<file path="src/chan_cfg_pkg.sv">
// constants, types and helpers shared by the channel configuration block
package chan_cfg_pkg;

  localparam int unsigned ADDR_W = 6;
  localparam int unsigned DATA_W = 8;

  // per-channel register offsets
  localparam logic [5:0] CHANNEL_CONFIG_OFFSET = 6'h01;
  localparam logic [5:0] TX_JA_CONFIG_OFFSET   = 6'h02;
  localparam logic [5:0] RX_JA_CONFIG_OFFSET   = 6'h03;

  // channel_config fields
  localparam int unsigned LINE_STD_BIT   = 0;
  localparam int unsigned SOFT_RESET_BIT = 1;

  // jitter attenuator config fields
  localparam int unsigned JA_BW_BIT    = 0;
  localparam int unsigned JA_DP_LSB    = 1;
  localparam int unsigned JA_DP_MSB    = 2;
  localparam int unsigned JA_EN_BIT    = 3;
  localparam int unsigned FIFO_LIMIT_RATE_ADJUST_BIT = 4;

  localparam logic [7:0] JA_USED_MASK         = 8'h1f;
  localparam logic [7:0] CHANNEL_CONFIG_RESET = 8'h00;
  localparam logic [7:0] JA_CONFIG_RESET      = 8'h00;

  localparam logic LINE_T1J1 = 1'b0;
  localparam logic LINE_E1   = 1'b1;

  // fifo geometry, in bits
  localparam int unsigned JA_MEM_DEPTH = 128;
  localparam int unsigned JA_PTR_W     = 7;
  localparam int unsigned JA_FILL_W    = 8;
  localparam logic [7:0]  DEPTH_128    = 8'h80;
  localparam logic [7:0]  DEPTH_64     = 8'h40;
  localparam logic [7:0]  DEPTH_32     = 8'h20;
  localparam logic [7:0]  LIMIT_MARGIN = 8'h02;

  // soft reset timing
  localparam int unsigned CLK_PERIOD_NS          = 5;
  localparam int unsigned SOFT_RESET_MAX_NS      = 1000;
  localparam int unsigned SOFT_RESET_MAX_CYCLES  = SOFT_RESET_MAX_NS / CLK_PERIOD_NS;
  localparam int unsigned SOFT_RESET_HOLD_CYCLES = 16;
  localparam logic [7:0]  SOFT_RESET_LOAD        = 8'(SOFT_RESET_HOLD_CYCLES - 1);

  typedef enum logic [0:0]
  {
    RST_IDLE   = 1'b0,
    RST_ACTIVE = 1'b1
  } soft_reset_state_t;

  // corner code is {line standard, bandwidth bit}
  typedef enum logic [1:0]
  {
    CORNER_5HZ    = 2'b00,
    CORNER_1P26HZ = 2'b01,
    CORNER_6P77HZ = 2'b10,
    CORNER_0P87HZ = 2'b11
  } corner_t;

  function automatic corner_t corner_of(input logic line_std, input logic bw);
    case ({line_std, bw})
      2'b00:   corner_of = CORNER_5HZ;
      2'b01:   corner_of = CORNER_1P26HZ;
      2'b10:   corner_of = CORNER_6P77HZ;
      default: corner_of = CORNER_0P87HZ;
    endcase
  endfunction

  function automatic logic [7:0] fifo_depth(input logic [1:0] code);
    case (code)
      2'b00:   fifo_depth = DEPTH_128;
      2'b01:   fifo_depth = DEPTH_64;
      default: fifo_depth = DEPTH_32;
    endcase
  endfunction

endpackage

</file>
<file path="src/channel_mode_jitter_attenuator_config.sv">
// channel configuration, soft reset and tx/rx jitter attenuator control
//
// Contract
// - writing one to the soft reset bit resets this channel only, done within 1 us.
// - the soft reset bit clears itself once the reset is over.
// - line standard select is T1/J1 at zero (reset default) and E1 at one.
// - line standard select keeps its value through the channel soft reset.
// - tx limit mode, off by default, adjusts output rate within 2 bits of full or empty.
// - the tx attenuator works only while its enable bit is one, off by default.
// - tx fifo depth code 00 gives 128 bits (default), 01 gives 64, 1x gives 32.
// - tx bandwidth bit picks 5 Hz / 6.77 Hz at zero and 1.26 Hz / 0.87 Hz at one.
// - rx limit mode, off by default, adjusts output rate within 2 bits of full or empty.
// - the rx attenuator works only while its enable bit is one, off by default.
// - rx fifo depth code 00 gives 128 bits (default), 01 gives 64, 1x gives 32.
// - rx bandwidth bit picks 5 Hz / 6.77 Hz at zero and 1.26 Hz / 0.87 Hz at one.
//
// The strobed register port is this design's own decision.
`timescale 1ns/10ps
`default_nettype none
module channel_mode_jitter_attenuator_config
(
  input  wire logic       core_clk,
  input  wire logic       nrst,
  input  wire logic [5:0] reg_addr,
  input  wire logic [7:0] reg_wdata,
  input  wire logic       reg_wr,
  input  wire logic       reg_rd,
  output var  logic [7:0] reg_rdata,
  input  wire logic [1:0] ja_in_valid,
  input  wire logic [1:0] ja_in_bit,
  input  wire logic [1:0] ja_out_tick,
  output var  logic [1:0] ja_out_valid,
  output var  logic [1:0] ja_out_bit,
  output var  logic [1:0] ja_speed_up,
  output var  logic [1:0] ja_slow_down,
  output var  logic [1:0] ja_active,
  output var  logic [3:0] ja_corner,
  output var  logic       line_standard,
  output var  logic       channel_reset
);

  // path 0 is transmit, path 1 is receive
  localparam int unsigned TX = 0;
  localparam int unsigned RX = 1;

  logic [7:0]                         rdata_reg;
  logic                               line_std_reg;
  logic [4:0]                         ja_cfg_reg [2];
  chan_cfg_pkg::soft_reset_state_t    rst_state_reg;
  chan_cfg_pkg::soft_reset_state_t    rst_state_next;
  logic [7:0]                         rst_count_reg;
  logic [7:0]                         rst_count_next;
  logic                               soft_rst_req;
  logic                               in_reset;
  logic [1:0]                         cfg_write;

  assign reg_rdata     = rdata_reg;
  assign soft_rst_req  = reg_wr && (reg_addr == chan_cfg_pkg::CHANNEL_CONFIG_OFFSET)
                         && reg_wdata[chan_cfg_pkg::SOFT_RESET_BIT];
  assign in_reset      = (rst_state_reg == chan_cfg_pkg::RST_ACTIVE);
  assign cfg_write[TX] = reg_wr && (reg_addr == chan_cfg_pkg::TX_JA_CONFIG_OFFSET);
  assign cfg_write[RX] = reg_wr && (reg_addr == chan_cfg_pkg::RX_JA_CONFIG_OFFSET);

  // soft reset sequencer; a new request restarts the hold count
  always_comb
  begin
    rst_state_next = rst_state_reg;
    rst_count_next = rst_count_reg;
    case (rst_state_reg)
      chan_cfg_pkg::RST_IDLE:
      begin
        if (soft_rst_req)
        begin
          rst_state_next = chan_cfg_pkg::RST_ACTIVE;
          rst_count_next = chan_cfg_pkg::SOFT_RESET_LOAD;
        end
      end
      chan_cfg_pkg::RST_ACTIVE:
      begin
        if (soft_rst_req)
        begin
          rst_count_next = chan_cfg_pkg::SOFT_RESET_LOAD;
        end
        else if (rst_count_reg == 8'h00)
        begin
          rst_state_next = chan_cfg_pkg::RST_IDLE;
        end
        else
        begin
          rst_count_next = rst_count_reg - 8'h01;
        end
      end
      default:
      begin
        rst_state_next = chan_cfg_pkg::RST_IDLE;
        rst_count_next = 8'h00;
      end
    endcase
  end

  always_ff @(posedge core_clk or negedge nrst)
  begin
    if (!nrst)
    begin
      rst_state_reg <= chan_cfg_pkg::RST_IDLE;
      rst_count_reg <= 8'h00;
      channel_reset <= 1'b0;
    end
    else
    begin
      rst_state_reg <= rst_state_next;
      rst_count_reg <= rst_count_next;
      channel_reset <= (rst_state_next == chan_cfg_pkg::RST_ACTIVE);
    end
  end

  // line standard lives outside the soft reset domain
  always_ff @(posedge core_clk or negedge nrst)
  begin
    if (!nrst)
    begin
      line_std_reg <= chan_cfg_pkg::CHANNEL_CONFIG_RESET[chan_cfg_pkg::LINE_STD_BIT];
    end
    else if (reg_wr && (reg_addr == chan_cfg_pkg::CHANNEL_CONFIG_OFFSET))
    begin
      line_std_reg <= reg_wdata[chan_cfg_pkg::LINE_STD_BIT];
    end
  end

  always_ff @(posedge core_clk or negedge nrst)
  begin
    if (!nrst)
    begin
      line_standard <= chan_cfg_pkg::LINE_T1J1;
    end
    else
    begin
      line_standard <= line_std_reg;
    end
  end

  // attenuator config; soft reset returns it to default, writes during reset are lost
  always_ff @(posedge core_clk or negedge nrst)
  begin
    if (!nrst)
    begin
      ja_cfg_reg[TX] <= chan_cfg_pkg::JA_CONFIG_RESET[4:0];
      ja_cfg_reg[RX] <= chan_cfg_pkg::JA_CONFIG_RESET[4:0];
    end
    else if (in_reset)
    begin
      ja_cfg_reg[TX] <= chan_cfg_pkg::JA_CONFIG_RESET[4:0];
      ja_cfg_reg[RX] <= chan_cfg_pkg::JA_CONFIG_RESET[4:0];
    end
    else
    begin
      if (cfg_write[TX])
      begin
        ja_cfg_reg[TX] <= reg_wdata[4:0];
      end
      if (cfg_write[RX])
      begin
        ja_cfg_reg[RX] <= reg_wdata[4:0];
      end
    end
  end

  // read port; data stand only in the cycle after the strobe
  always_ff @(posedge core_clk or negedge nrst)
  begin
    if (!nrst)
    begin
      rdata_reg <= 8'h00;
    end
    else if (reg_rd)
    begin
      case (reg_addr)
        chan_cfg_pkg::CHANNEL_CONFIG_OFFSET:
          rdata_reg <= {6'h00, in_reset, line_std_reg};
        chan_cfg_pkg::TX_JA_CONFIG_OFFSET:
          rdata_reg <= {3'h0, ja_cfg_reg[TX]};
        chan_cfg_pkg::RX_JA_CONFIG_OFFSET:
          rdata_reg <= {3'h0, ja_cfg_reg[RX]};
        default:
          rdata_reg <= 8'h00;
      endcase
    end
    else
    begin
      rdata_reg <= 8'h00;
    end
  end

  genvar p;
  generate
    for (p = 0; p < 2; p = p + 1)
    begin : g_path
      logic                 en;
      logic                 limit;
      logic [7:0]           depth;
      logic [7:0]           mask;
      logic [6:0]           wr_ptr_reg;
      logic [6:0]           rd_ptr_reg;
      logic [7:0]           fill_reg;
      logic [7:0]           fill_next;
      logic [1:0]           cfg_shadow_reg;
      logic                 flush;
      logic                 near_full;
      logic                 near_empty;
      logic                 speed;
      logic                 slow;
      logic                 do_rd;
      logic                 do_wr;
      logic                 rd_pend_reg;
      logic                 mem_bit;

      assign en    = ja_cfg_reg[p][chan_cfg_pkg::JA_EN_BIT];
      assign limit = ja_cfg_reg[p][chan_cfg_pkg::FIFO_LIMIT_RATE_ADJUST_BIT];
      assign depth = chan_cfg_pkg::fifo_depth(
                       ja_cfg_reg[p][chan_cfg_pkg::JA_DP_MSB:chan_cfg_pkg::JA_DP_LSB]);
      assign mask  = depth - 8'h01;
      // an enable change, or a depth change to or from 128 bits, would leave stale pointers, so it empties the fifo; 64 to 32 does not
      assign flush = in_reset || (cfg_shadow_reg != {en, depth == chan_cfg_pkg::DEPTH_128});

      assign near_full  = fill_reg >= (depth - chan_cfg_pkg::LIMIT_MARGIN);
      assign near_empty = fill_reg <= chan_cfg_pkg::LIMIT_MARGIN;
      assign speed      = limit && near_full;
      assign slow       = limit && near_empty;

      // near empty holds reads back, near full adds reads on input bits
      assign do_rd = en && !flush && (fill_reg != 8'h00)
                     && ((ja_out_tick[p] && !slow)
                         || (speed && ja_in_valid[p] && !ja_out_tick[p]));
      // without limit mode an input bit into a full fifo is dropped unless an output tick reads in the same cycle
      assign do_wr = en && !flush && ja_in_valid[p] && ((fill_reg < depth) || do_rd);

      always_comb
      begin
        fill_next = fill_reg;
        if (do_wr && !do_rd)
        begin
          fill_next = fill_reg + 8'h01;
        end
        else if (do_rd && !do_wr)
        begin
          fill_next = fill_reg - 8'h01;
        end
      end

      always_ff @(posedge core_clk or negedge nrst)
      begin
        if (!nrst)
        begin
          wr_ptr_reg     <= 7'h00;
          rd_ptr_reg     <= 7'h00;
          fill_reg       <= 8'h00;
          cfg_shadow_reg <= 2'b01;
        end
        else
        begin
          cfg_shadow_reg <= {en, depth == chan_cfg_pkg::DEPTH_128};
          if (flush)
          begin
            wr_ptr_reg <= 7'h00;
            rd_ptr_reg <= 7'h00;
            fill_reg   <= 8'h00;
          end
          else
          begin
            if (do_wr)
            begin
              wr_ptr_reg <= (wr_ptr_reg + 7'h01) & mask[6:0];
            end
            if (do_rd)
            begin
              rd_ptr_reg <= (rd_ptr_reg + 7'h01) & mask[6:0];
            end
            fill_reg <= fill_next;
          end
        end
      end

      ja_bit_mem u_mem
      (
        .core_clk   (core_clk),
        .nrst       (nrst),
        .wr_en      (do_wr),
        .wr_addr    (wr_ptr_reg),
        .wr_bit     (ja_in_bit[p]),
        .rd_en      (do_rd),
        .rd_addr    (rd_ptr_reg),
        .rd_bit_reg (mem_bit)
      );

      // disabled path passes bits straight through with the same latency as a flop
      always_ff @(posedge core_clk or negedge nrst)
      begin
        if (!nrst)
        begin
          rd_pend_reg     <= 1'b0;
          ja_out_valid[p] <= 1'b0;
          ja_out_bit[p]   <= 1'b0;
          ja_speed_up[p]  <= 1'b0;
          ja_slow_down[p] <= 1'b0;
          ja_active[p]    <= 1'b0;
          ja_corner[2*p+1 -: 2] <= chan_cfg_pkg::CORNER_5HZ;
        end
        else
        begin
          rd_pend_reg     <= do_rd;
          ja_out_valid[p] <= en ? rd_pend_reg : (ja_in_valid[p] && !in_reset);
          ja_out_bit[p]   <= en ? mem_bit : ja_in_bit[p];
          ja_speed_up[p]  <= en && speed;
          ja_slow_down[p] <= en && slow;
          ja_active[p]    <= en;
          ja_corner[2*p+1 -: 2] <= chan_cfg_pkg::corner_of(line_std_reg,
                                     ja_cfg_reg[p][chan_cfg_pkg::JA_BW_BIT]);
        end
      end
    end
  endgenerate

endmodule
`default_nettype wire

</file>
<file path="src/ja_bit_mem.sv">
// single-bit storage of one jitter attenuator fifo, registered read
`timescale 1ns/10ps
`default_nettype none
module ja_bit_mem
(
  input  wire logic       core_clk,
  input  wire logic       nrst,
  input  wire logic       wr_en,
  input  wire logic [6:0] wr_addr,
  input  wire logic       wr_bit,
  input  wire logic       rd_en,
  input  wire logic [6:0] rd_addr,
  output var  logic       rd_bit_reg
);

  logic [chan_cfg_pkg::JA_MEM_DEPTH-1:0] mem_reg;

  // contents need no reset; the pointers decide what is valid
  always_ff @(posedge core_clk)
  begin
    if (wr_en)
    begin
      mem_reg[wr_addr] <= wr_bit;
    end
  end

  always_ff @(posedge core_clk or negedge nrst)
  begin
    if (!nrst)
    begin
      rd_bit_reg <= 1'b0;
    end
    else if (rd_en)
    begin
      rd_bit_reg <= mem_reg[rd_addr];
    end
  end

endmodule
`default_nettype wire

</file>
<file path="config.mk">
export PLATFORM = sky130hd
export DESIGN_NAME = channel_mode_jitter_attenuator_config
export DESIGN_NICKNAME = d
export VERILOG_FILES = /design/src/chan_cfg_pkg.sv /design/src/channel_mode_jitter_attenuator_config.sv /design/src/ja_bit_mem.sv
export SDC_FILE = /design/constraint.sdc
export NUM_CORES = 1
export LEC_CHECK = 0
export ABC_AREA = 1
export BUFFER_PORTS_ARGS = -buffer_cell sky130_fd_sc_hd__buf_2
export CAP_MARGIN = 30
export CORE_MARGIN = 4
export CORE_UTILIZATION = 41
export CTS_CLUSTER_DIAMETER = 150
export DETAILED_ROUTE_END_ITERATION = 8
export SYNTH_ARGS = -nofsm -noshare
export SYNTH_HDL_FRONTEND = slang
export SYNTH_SLANG_ARGS = --single-unit
</file>
<file path="constraint.sdc">
create_clock -name core_clk -period 2.8 [get_ports core_clk]
set_input_delay 0.42 -clock core_clk [delete_from_list [all_inputs] [get_ports core_clk]]
set_output_delay 0.42 -clock core_clk [all_outputs]
set_load 0.05 [all_outputs]
</file>
==> flow_summary.rst <==
.. list-table::
   :header-rows: 1

   * - Metric
     - Value
   * - Met1 Use GR
     - 0.2412
   * - Layer with the highest usage
     - met2
   * - Startpoint of the worst hold path
     - reg_rd
   * - Total detailed-routing wirelength
     - just over 40,000 um
   * - Fill count
     - ~3,700
   * - Die Footprint
     - about 44,000 sq um
   * - Layout overhead on the synthesized area
     - 17.01%
   * - Largest family of logic cells by synthesized area
     - simple AND/OR/NAND/NOR gates
   * - Setup Total Neg Slack
     - 0 ns
   * - Fraction of layout cells with a size suffix above 1
     - 0.1409
   * - Maximum operating frequency
     - roughly 370 MHz
   * - Max-cap violation count
     - 0
   * - Most common cell after layout, fill and taps aside
     - nor2_1
   * - Post-Place Cells
     - 2,355
   * - CP Data Arrival Time
     - 3.12 ns
   * - Vert. Die Dim
     - between 200 and 250 um
   * - Clock root buffer master
     - clkbuf_16
   * - Crit path buf inv count
     - 2
   * - Final estimated routing congestion in global placement
     - about 0.85
   * - Antenna Violating Nets Remaining
     - 0
   * - Initial antenna violation count
     - 0
   * - Initial core utilization
     - 0.4161
   * - Nature of the critical path endpoint
     - flip-flop
   * - Mux contribution to synthesized area
     - 0
   * - Unrepaired setup endpoints after global routing
     - true
   * - Pin slew with the least headroom to its limit
     - roughly 0.8 ns
   * - Count of vias placed by the detailed router
     - 12,770
   * - Adder-Cell Fraction of Synth Area
     - 0.02275
   * - DIE WIDTH
     - ~210 um
   * - Cell types with the largest area share after synthesis
     - edfxtp_1 46%, dfrtp_1 13%, nor2_1 11%, nand2_1 6.4%, o21ai_0 5.0%
   * - Post-synth ARST share
     - 0.2601
   * - Leakage
     - approximately 7.4 nW
   * - Standard-cell row count
     - 73
   * - Pin count of the biggest net entering global routing
     - 85
   * - Count of boundary I/O pins
     - 48
   * - XOR/XNOR Fraction of Synth Area
     - 0.01160
   * - Antenna diode count
     - 0
   * - Clock tree from TritonCTS
     - built
   * - Worst Setup Start Kind
     - flip-flop
   * - Slowest cell on the critical path
     - dfrtp_1
   * - Cell with the most instances on the worst path
     - nand2_1
   * - Category of the most critical setup path
     - reg -> reg
   * - Ratio of final minimum period to clock period
     - 0.9666
   * - Final setup fails
     - 0
   * - Synth unique cells
     - 45
   * - Power Density
     - about 670 nW/um^2
   * - Placeable Area
     - between 30,000 and 40,000 sq um
   * - Max-slew violation count
     - 0
   * - Most frequently used flop master after synthesis
     - edfxtp_1
   * - Drt first pass iters
     - 5
   * - Post-synthesis share of cell area spent on and, or, nand and nor gates
     - 0.2277
   * - Clock buffer depth
     - 3
   * - Iteration-0 DRC Markers
     - about 900
   * - Syn Inst Count
     - between 1,500 and 2,000
   * - HPWL after detailed placement
     - between 20,000 and 25,000 um
   * - Outcome
     - finished clean
   * - CP Launch Point
     - ja_cfg_reg[6]
   * - Depth of the CTS H-tree
     - 2
   * - Top library cells by usage in the layout, fill and taps aside
     - 491 x nor2_1, 276 x nand2_1, 256 x edfxtp_1
   * - Final Hold Violating Endpoints
     - 0
   * - Global-route track usage on met2
     - 0.3146
   * - Post-route standard cell area excluding fillers
     - 19,430 sq um
   * - Class of the most critical hold timing path
     - in -> reg
   * - Total number of nets in the final design
     - just under 2,000
   * - Critical path, cell by cell
     - buf_4 -> nand2_1 -> ha_1 -> a21o_1 -> a21oi_2 -> nand3_4 -> buf_4 -> ha_4 -> nand2_1 -> o21ai_2 -> a21oi_2 -> nand3b_1 -> nand3_1 -> nand2_1
   * - Average footprint of a synthesized cell
     - between 9 and 10 sq um
   * - DRC violations left
     - 0
   * - Total cell area at the placement stage
     - around 18,000 sq um
   * - Dominant cell type by area after synthesis
     - edfxtp_1
   * - Global-route wire length before repair
     - 64,460 um
   * - Tightest hold margin
     - 0.1221 ns
   * - Gate family responsible for the most delay along the worst path
     - compound AO/OA/AOI/OAI gates
   * - Fraction of met3 tracks used by global routing
     - 0.02451
   * - Worst Path Max Fanout
     - 5
   * - Area share of the largest cell type after synthesis
     - 0.4629
   * - Number of input and output port buffers inserted
     - just over 40
   * - Number of enable flip-flop cells after synthesis
     - roughly 260
   * - Aggregate global routing overflow
     - 0
   * - Final worst path period need
     - around 2.7 ns
   * - Final worst clock skew
     - ~0.019 ns
   * - Warnings from Yosys
     - 0
   * - Number of global-route vias before repair
     - about 12,000
   * - Post-synthesis instance area
     - 16,610 sq um
   * - Proportion of synthesized chip area in sequential cells
     - 0.5987
   * - Detailed-route vias per instance
     - approximately 5.2
   * - Global router's overall resource usage
     - 0.1802
   * - Average routed wire per standard cell
     - ~17 um
   * - Area fraction in compound gates after synthesis
     - 0.09101
   * - Total clock buffers created by CTS
     - 38
   * - Post-layout instance count excluding filler cells
     - ~2,400
   * - Clock transition at the registers of the reported paths
     - ~0.06 ns
   * - Clk_lat worst skew
     - between 0.5 and 0.6 ns
   * - Number of flip-flops under the largest register name
     - approximately 260
   * - Largest stage delay on the critical path
     - approximately 0.4 ns
   * - Worst slew margin relative to its limit
     - 0.4653
   * - Flip-flop and latch count after synthesis
     - 346
   * - Peak supply drop
     - around 570 uV
   * - CTS sink cnt
     - 346
   * - Required time reported for the critical path endpoint
     - 3.22 ns
   * - RR Startpoint
     - ja_cfg_reg[6]
worst min-delay path, delay by kind of cell:
kind | cells | cell delay [ns]
buffers and inverters | 2 | 0.14
AND/OR/NAND/NOR | 1 | 0.06
area by class of cell:
cell class | instances | area [sq um] | area share
clock buffers | 49 | 1023 | 0.05267
repair buffers | 128 | 1033 | 0.05318
inverters | 115 | 434.2 | 0.02234
flip-flops and latches | 346 | 9945 | 0.5118
well taps | 525 | 656.9 | 0.03380
clock inverters | 19 | 115.1 | 0.005924
multi-input cells | 1259 | 6225 | 0.3203
through the flow:
stage,utilization,power (W),worst slack [ns]
finish,0.4869,0.01292,0.09362
global route,0.4869,0.01354,-0.06692
CTS,0.4744,0.01270,-0.003474
detailed placement,0.4453,0.008054,-0.03675
global placement,0.4453,0.007997,0.001885
floorplan,-,0.007326,-0.06164
final timing paths:
path | to | slack [ns] | cells after the start
worst max-delay path | g_path[0].fill_reg[7] | 0.09 | 14
worst min-delay path | reg_rdata[1] | 0.12 | 3
worst max register to register | g_path[0].fill_reg[7] | 0.09 | 14
worst min register to register | ja_corner[0] | 0.42 | 0
max in group asynchronous | g_path[1].rd_ptr_reg[0] | 1.71 | 3
min in group asynchronous | rst_count_reg[4] | 0.39 | 2
power by group:
group | internal [W] | switching (W)
sequential | 0.00572 | 0.000207
combinational | 0.000959 | 0.00141
clock | 0.00267 | 0.00196
logic make-up after synthesis:
group / after synthesis
buf+inv: 193
simple gates: 924
xor+xnor: 22
fa+ha+maj: 29
compound gates: 277
other cells: 2
flops: 346
layer usage:
| layer | vias to the layer above | share of wire |
|---|---|---|
| met2 | 246 | 0.51 |
| met1 | 6267 | 0.43 |
| li1 | 6205 | - |
| met3 | 49 | 0.043 |
| met5 | - | 0 |
| met4 | 0 | 0.016 |
cells in the mapped netlist (all sizes together), types with 5 or more instances:
cell    number
nand3       83
nand2      288
a22oi        5
clkinv       6
nor3        12
clkbuf      55
ha          27
a21oi       51
o211ai      24
edfxtp     256
dfrtp       88
nor2       512
xor2        18
inv        109
o22ai       16
o21ai      169
nand4       21
buf         23
what timing repair did:
action	4_1_cts	5_1_grt
hold endpoints to repair	31	0
setup endpoints to repair	6	243
setup buffers	0	14
cloned	0	3
gates resized for setup	3	70
pin swaps	0	16
hold buffers	1	0
Note: power is estimated with default switching activity, not from simulation.
